`src/rtl/scksg_pkg.sv`:
```
package scksg_pkg;
   // register byte offsets (own choice, one word each)
   localparam logic [7:0] SCKSG_CTRL_OFS = 8'h00;
   localparam logic [7:0] SCKSG_STAT_OFS = 8'h04;
   // control word field positions
   localparam int SCKSG_SLOW_TYPE_BIT = 0;
   localparam int SCKSG_FAST_TYPE_BIT = 1;
   localparam int SCKSG_SRC_STOP_BIT = 2;
   localparam int SCKSG_FAST_STOP_BIT = 3;
   localparam int SCKSG_PER_STOP_BIT = 4;
   localparam int SCKSG_SYS_FAST_BIT = 5;
   // value after reset
   localparam logic [5:0] SCKSG_CTRL_RST = 6'h00;
   // power modes presented by the core
   typedef enum logic [1:0] {
      SCKSG_MODE_RUN = 2'h0,
      SCKSG_MODE_IDLE = 2'h1,
      SCKSG_MODE_POWER_DOWN_MODE = 2'h2
   } scksg_mode_t;
endpackage : scksg_pkg

```
`src/rtl/scksg_gate.sv`:
```
`timescale 1ns/10ps
`default_nettype none
// derives the oscillator enables and clock gates from control and mode
module scksg_gate (
   input wire logic i_clk_sys,
   input wire logic i_rstn,
   input wire logic [5:0] i_ctrl,
   input wire scksg_pkg::scksg_mode_t i_mode,
   output logic o_slow_rc_en,
   output logic o_slow_xtal_en,
   output logic o_fast_rc_en,
   output logic o_fast_xtal_en,
   output logic o_xtal_pins,
   output logic o_xtal_high_gain,
   output logic o_sys_fast,
   output logic o_periph_clk_en
);
   import scksg_pkg::*;
   logic [7:0] gate_d;
   logic [7:0] gate_q;
   logic slow_type;
   logic fast_type;
   logic pd;
   logic idle;
   logic fstop;

   // combine control bits with the current mode
   always_comb begin
      slow_type = i_ctrl[SCKSG_SLOW_TYPE_BIT];
      fast_type = i_ctrl[SCKSG_FAST_TYPE_BIT];
      pd = (i_mode == SCKSG_MODE_POWER_DOWN_MODE);
      idle = (i_mode == SCKSG_MODE_IDLE);
      // fast stop bit halts fast osc only when slow clock drives system
      fstop = i_ctrl[SCKSG_FAST_STOP_BIT] & ~i_ctrl[SCKSG_SYS_FAST_BIT];
      gate_d[0] = ~slow_type & ~(pd & i_ctrl[SCKSG_SRC_STOP_BIT]);
      gate_d[1] = slow_type & ~pd;
      gate_d[2] = ~fast_type & ~fstop & ~pd;
      gate_d[3] = fast_type & ~fstop & ~pd;
      gate_d[4] = slow_type | fast_type; // crystal owns both pins
      gate_d[5] = fast_type; // high gain for fast crystal
      gate_d[6] = i_ctrl[SCKSG_SYS_FAST_BIT];
      gate_d[7] = ~(idle & i_ctrl[SCKSG_PER_STOP_BIT]);
   end

   // registered outputs
   always_ff @(posedge i_clk_sys) begin
      if (!i_rstn) begin
         gate_q <= 8'h81;
      end else begin
         gate_q <= gate_d;
      end
   end

   assign o_slow_rc_en = gate_q[0];
   assign o_slow_xtal_en = gate_q[1];
   assign o_fast_rc_en = gate_q[2];
   assign o_fast_xtal_en = gate_q[3];
   assign o_xtal_pins = gate_q[4];
   assign o_xtal_high_gain = gate_q[5];
   assign o_sys_fast = gate_q[6];
   assign o_periph_clk_en = gate_q[7];
endmodule : scksg_gate
`default_nettype wire

```
`src/rtl/scksg_top.sv`:
```
// How it works
// - slow source type: 0 internal rc, 1 crystal; change only in fast mode
// - fast source type: 0 internal rc, 1 crystal high gain; change only in slow mode
// - slow rc stop set halts slow rc during power-down
// - peripheral stop set gates uart and timer clocks during idle
// - fast stop set halts fast oscillator in slow mode
// - system select 0 picks slow clock; changes only while fast stop is 0
// - fast stop changes only while system runs in slow mode
// - select, peripheral stop and slow rc stop reset to 0, read/write
`timescale 1ns/10ps
`default_nettype none
module scksg_top (
   input wire logic i_clk_sys,
   input wire logic i_rstn,
   input wire logic i_psel,
   input wire logic i_penable,
   input wire logic i_pwrite,
   input wire logic [7:0] i_paddr,
   input wire logic [31:0] i_pwdata,
   input wire logic [3:0] i_pstrb,
   output logic [31:0] o_prdata,
   output logic o_pready,
   output logic o_pslverr,
   input wire scksg_pkg::scksg_mode_t i_mode,
   output logic o_slow_rc_en,
   output logic o_slow_xtal_en,
   output logic o_fast_rc_en,
   output logic o_fast_xtal_en,
   output logic o_xtal_pins,
   output logic o_xtal_high_gain,
   output logic o_sys_fast,
   output logic o_periph_clk_en
);
   import scksg_pkg::*;
   logic [5:0] ctrl_d;
   logic [5:0] ctrl_q;
   logic [31:0] rdata_d;
   logic [31:0] rdata_q;
   logic wr_ctrl;
   logic access;
   logic hit;
   logic [5:0] wv;
   logic cur_fast;
   logic cur_fstop;

   // apb decode: zero wait state
   assign access = i_psel & i_penable;
   assign hit = (i_paddr == SCKSG_CTRL_OFS) | (i_paddr == SCKSG_STAT_OFS);
   assign wr_ctrl = access & i_pwrite & (i_paddr == SCKSG_CTRL_OFS) & i_pstrb[0];
   assign o_pready = 1'b1;
   assign o_pslverr = access & ~hit;

   // guarded control update
   always_comb begin
      ctrl_d = ctrl_q;
      wv = i_pwdata[5:0];
      cur_fast = ctrl_q[SCKSG_SYS_FAST_BIT];
      cur_fstop = ctrl_q[SCKSG_FAST_STOP_BIT];
      if (wr_ctrl) begin
         ctrl_d[SCKSG_SRC_STOP_BIT] = wv[SCKSG_SRC_STOP_BIT];
         ctrl_d[SCKSG_PER_STOP_BIT] = wv[SCKSG_PER_STOP_BIT];
         if (cur_fast) begin
            ctrl_d[SCKSG_SLOW_TYPE_BIT] = wv[SCKSG_SLOW_TYPE_BIT];
         end
         if (!cur_fast) begin
            ctrl_d[SCKSG_FAST_TYPE_BIT] = wv[SCKSG_FAST_TYPE_BIT];
            ctrl_d[SCKSG_FAST_STOP_BIT] = wv[SCKSG_FAST_STOP_BIT];
         end
         if (!cur_fstop) begin
            ctrl_d[SCKSG_SYS_FAST_BIT] = wv[SCKSG_SYS_FAST_BIT];
         end
      end
   end

   // read data mux
   always_comb begin
      rdata_d = rdata_q;
      if (i_psel & ~i_penable & ~i_pwrite) begin
         rdata_d = 32'h0000_0000;
         if (i_paddr == SCKSG_CTRL_OFS) begin
            rdata_d[5:0] = ctrl_q;
         end else if (i_paddr == SCKSG_STAT_OFS) begin
            rdata_d[7:0] = {o_periph_clk_en, o_sys_fast, o_xtal_high_gain, o_xtal_pins,
                            o_fast_xtal_en, o_fast_rc_en, o_slow_xtal_en, o_slow_rc_en};
         end
      end
   end

   // control and read registers
   always_ff @(posedge i_clk_sys) begin
      if (!i_rstn) begin
         ctrl_q <= SCKSG_CTRL_RST;
         rdata_q <= 32'h0000_0000;
      end else begin
         ctrl_q <= ctrl_d;
         rdata_q <= rdata_d;
      end
   end

   assign o_prdata = rdata_q;

   scksg_gate u_gate (
      .i_clk_sys(i_clk_sys),
      .i_rstn(i_rstn),
      .i_ctrl(ctrl_q),
      .i_mode(i_mode),
      .o_slow_rc_en(o_slow_rc_en),
      .o_slow_xtal_en(o_slow_xtal_en),
      .o_fast_rc_en(o_fast_rc_en),
      .o_fast_xtal_en(o_fast_xtal_en),
      .o_xtal_pins(o_xtal_pins),
      .o_xtal_high_gain(o_xtal_high_gain),
      .o_sys_fast(o_sys_fast),
      .o_periph_clk_en(o_periph_clk_en)
   );
endmodule : scksg_top
`default_nettype wire

```
`config.mk`:
```
export PLATFORM = sky130hd
export DESIGN_NAME = scksg_top
export DESIGN_NICKNAME = d
export VERILOG_FILES = /design/src/rtl/scksg_pkg.sv /design/src/rtl/scksg_gate.sv /design/src/rtl/scksg_top.sv
export SDC_FILE = /design/constraint.sdc
export NUM_CORES = 1
export LEC_CHECK = 0
export BUFFER_PORTS_ARGS = -buffer_cell sky130_fd_sc_hd__buf_2
export CAP_MARGIN = 20
export CORE_ASPECT_RATIO = 0.5
export CORE_MARGIN = 4
export CORE_UTILIZATION = 41
export DETAILED_ROUTE_END_ITERATION = 7
export GPL_TIMING_DRIVEN = 0
export PLACE_DENSITY = 0.84
export RECOVER_POWER = 25
export SETUP_SLACK_MARGIN = 0.3
export SLEW_MARGIN = 20
export SYNTH_ARGS = -nofsm -noshare
export SYNTH_HDL_FRONTEND = slang
export SYNTH_SLANG_ARGS = --single-unit
```
`constraint.sdc`:
```
create_clock -name i_clk_sys -period 3.79 [get_ports i_clk_sys]
set_clock_uncertainty 0.05 [all_clocks]
set_input_delay 0.379 -clock i_clk_sys [delete_from_list [all_inputs] [get_ports i_clk_sys]]
set_output_delay 0.379 -clock i_clk_sys [all_outputs]
set_load 0.05 [all_outputs]
```
==> reports/qor.tcl <==
set qor(antenna_found_initial) 0
set qor(multiInputGateArea_um2) 559
set qor(rsz0062_at_grt) {false}
set qor(hold_slack_ps) 286
set qor(synth_sequential_area_ratio_pct) 38.2
set qor(detailedRoute.firstPassIterationCount) 4
set qor(cpMostUsedCell) {sky130_fd_sc_hd__buf_2}
set qor(worst_setup_start_kind) {input port}
set qor(seqCellArea_um2) 440
set qor(place_congestion) 0.759
set qor(detail_route.iter0.violations) 21
set qor(detail_route.wirelength_um) 2340
set qor(post-route-period-util_pct) 52.6
set qor(peak_supply_drop_mv) 0.161
set qor(layout.filler_cells) 214
set qor(areaGrowthSynthToFinish_pct) 33.6
set qor(synth_edf_count) 0
set qor(synth.cell_area_um2) 1150
set qor(pwr_density_cell_nw_per_um2) 364
set qor(drive_above_1_share_pct) 42.9
set qor(critical_path_max_stage_delay_ps) 530
set qor(grt_start_max_net_pins) 14
set qor(synthDominantAreaCellType) {sky130_fd_sc_hd__dfxtp_1}
set qor(routed_wire_length_per_instance_um) 10.7
set qor(pre_cts_slack_ps) 1800
set qor(library_cell_used_as_clock_root_buffer) {sky130_fd_sc_hd__clkbuf_8}
set qor(timing.final.hold_violations) 0
set qor(grt_pass1_vias) 831
set qor(status) {completed}
set qor(cts_max_level) 1
set qor(final_antenna_net_count) 0
set qor(antennaDiodeCount) 0
set qor(critPathTopFamily) {simple AND/OR/NAND/NOR gates}
set qor(critical_path.max_fanout) 6
set qor(global_route.overflow_total) 0
set qor(die_width_um) 83.0
set qor(fp.dieArea_um2) 3780
set qor(worstPathBufferInverterCount) 3
set qor(period_needed_ps) 1990
set qor(synth_cell_types) 27
set qor(finalNetCount) 234
set qor(worstSkewPairLatency_ps) 260
set qor(dp_hpwl_um) 1890
set qor(setup_viol) 0
set qor(timing.critical_path.cells) {buf_2 -> or4_4 -> buf_6 -> o211a_1 -> buf_2}
set qor(placeableCoreArea_um2) 2640
set qor(ys_seq_elements) 22
set qor(timing.final.max_slew_violations) 0
set qor(synth_top_area_share_pct) 38.2
set qor(initial_core_util_pct) 43.8
set qor(route.detailed.drc) 0
set qor(cp-end-kind) {primary output}
set qor(synth.area.top_cells) {sky130_fd_sc_hd__dfxtp_1 38%, sky130_fd_sc_hd__buf_4 16%, sky130_fd_sc_hd__o2bb2ai_2 10%, sky130_fd_sc_hd__mux2i_1 9.5%, sky130_fd_sc_hd__nand2_1 4.6%}
set qor(fin_setup_tns_ps) 0
set qor(commonest_register_cell_after_synthesis) {sky130_fd_sc_hd__dfxtp_1}
set qor(setup_ws_ps) 1800
set qor(r2r_setup_slack_ps) 2660
set qor(max_slew_margin_pct) 32.9
set qor(tritoncts) {built}
set qor(rows) 13
set qor(count_of_boundary_i_o_pins) 93
set qor(clkTransAtPathRegs_ps) 80
set qor(post_synthesis_average_cell_area_um2) 9.78
set qor(crit_path_class) {in -> out}
set qor(synth-warning-count) 0
set qor(power_after_layout_mw) 0.561
set qor(cts_max_path_buffers) 2
set qor(detail_route.vias_per_cell) 4.30
set qor(hold_buffers) 0
set qor(worst_slew_pin_slew_ps) 1000
set qor(port_buffers) 37
set qor(ctsResizeCount) 0
set qor(num_vias) 942
set qor(grt_usage_pct) 12.1
set qor(timing.hold.worst.class) {in -> reg}
set qor(clkSinkCount) 22
set qor(die_height_um) 45.5
set qor(synth_cells) 118
set qor(postSynth.asyncResetShare_pct) 0
set qor(leakage_nw) 0.766
set qor(grt_first_pass_wirelength_um) 3680
set qor(cp_data_required_time_ps) 3360
set qor(cp_data_arrival_time_ps) 1560
set qor(finalCoreUtilization_pct) 58.5
set qor(cp_slowest_cell) {sky130_fd_sc_hd__or4_4}
set qor(tritoncts.num_buffers) 3
set qor(fmaxAchievable_ghz) 0.502
set qor(timing.max_cap.violations) 0
set qor(number_of_post_cts_setup_repair_buffers) 0
[synth_stat cells (2+ instances only)]
library cell	n
sky130_fd_sc_hd__or3_1	2
sky130_fd_sc_hd__mux2i_1	11
sky130_fd_sc_hd__nand2b_1	3
sky130_fd_sc_hd__nor2_1	6
sky130_fd_sc_hd__nand2_1	14
sky130_fd_sc_hd__dfxtp_1	22
sky130_fd_sc_hd__conb_1	2
sky130_fd_sc_hd__buf_6	2
sky130_fd_sc_hd__inv_1	4
sky130_fd_sc_hd__clkbuf_1	4
sky130_fd_sc_hd__buf_4	25
sky130_fd_sc_hd__o2bb2ai_2	8
[metal layers]
layer	vias to the layer above	global-route usage, %	share of wire (%)
met5	-	0	0
met4	0	3.26	0.77
li1	478	-	-
met3	2	4.69	9.1
met1	419	14.4	42
met2	43	21.0	49
[flip-flops by register name, indices dropped and copies added, names as in the netlist]
| signal | cells |
|---|---|
| u_gate.gate_q | 8 |
| ctrl_q | 6 |
| o_prdata | 8 |
[kinds of logic (layout without fill, tap and decap cells)]
family	after synthesis	after routing	synth area share, %
buffers and inverters	35	76	20.8
other	2	25	0.651
AOI/OAI and AO/OA	13	13	13.7
and+or+nand+nor	35	35	17.1
DFF	22	22	38.2
muxes	11	11	9.54
[final timing paths]
kind                            cells after the start                        start                     endpoint
worst max-delay path                                5                   i_paddr[6]                    o_pslverr
worst min-delay path                                2                    i_mode[1]  u_gate.gate_q[7]$_SDFF_PN1_
worst max register to register                      3       ctrl_q[3]$_SDFFE_PN0P_       ctrl_q[5]$_SDFFE_PN0P_
worst min register to register                      2  u_gate.gate_q[6]$_SDFF_PN0_     o_prdata[6]$_SDFFE_PN0P_
[worst reg2reg max path: stages, from the launching register on]
cell and delay [ps]:
sky130_fd_sc_hd__dfxtp_1 350, sky130_fd_sc_hd__nor2_1 100, sky130_fd_sc_hd__nor4b_1 330, sky130_fd_sc_hd__mux2i_1 220
[layout by cell type, fill, tap and decap left out]
cell / n
sky130_fd_sc_hd__a21boi_0: 1
sky130_fd_sc_hd__a21boi_1: 1
sky130_fd_sc_hd__and3_1: 1
sky130_fd_sc_hd__buf_2: 36
sky130_fd_sc_hd__buf_4: 25
sky130_fd_sc_hd__buf_6: 2
sky130_fd_sc_hd__bufinv_16: 1
sky130_fd_sc_hd__clkbuf_1: 5
sky130_fd_sc_hd__clkbuf_8: 3
sky130_fd_sc_hd__conb_1: 25
sky130_fd_sc_hd__dfxtp_1: 22
sky130_fd_sc_hd__inv_1: 4
sky130_fd_sc_hd__mux2i_1: 11
sky130_fd_sc_hd__nand2_1: 14
sky130_fd_sc_hd__nand2b_1: 3
sky130_fd_sc_hd__nand3_1: 1
sky130_fd_sc_hd__nand4_1: 1
sky130_fd_sc_hd__nand4b_1: 1
sky130_fd_sc_hd__nand4bb_1: 1
sky130_fd_sc_hd__nor2_1: 6
sky130_fd_sc_hd__nor4_1: 1
sky130_fd_sc_hd__nor4_2: 1
sky130_fd_sc_hd__nor4b_1: 1
sky130_fd_sc_hd__nor4b_2: 1
sky130_fd_sc_hd__o211a_1: 1
sky130_fd_sc_hd__o21a_1: 1
sky130_fd_sc_hd__o21ai_0: 1
sky130_fd_sc_hd__o2bb2ai_2: 8
sky130_fd_sc_hd__or3_1: 2
sky130_fd_sc_hd__or4_4: 1
[metrics by stage]
stage,area (um2),cells
after global routing,1540,219
after detailed placement,1470,215
after CTS,1540,219
after global placement,1470,215
after floorplan,1240,141
final,1540,219
[layout make-up]
cell class | instances | area share, %
multi-input cells | 84 | 36.3
flip-flops and latches | 22 | 28.6
plain buffers | 31 | 14.6
repair buffers | 37 | 11.9
well taps | 37 | 3.00
clock buffers | 3 | 2.68
clock inverters | 1 | 1.95
inverters | 4 | 0.974
[power by group]
group / leakage [nW] / switching [mW] / internal (mW)
clock: 0.0357 / 0.0747 / 0.141
combinational: 0.553 / 0.0797 / 0.0332
sequential: 0.178 / 0.000368 / 0.232
Note: power is estimated with default switching activity, not from simulation.
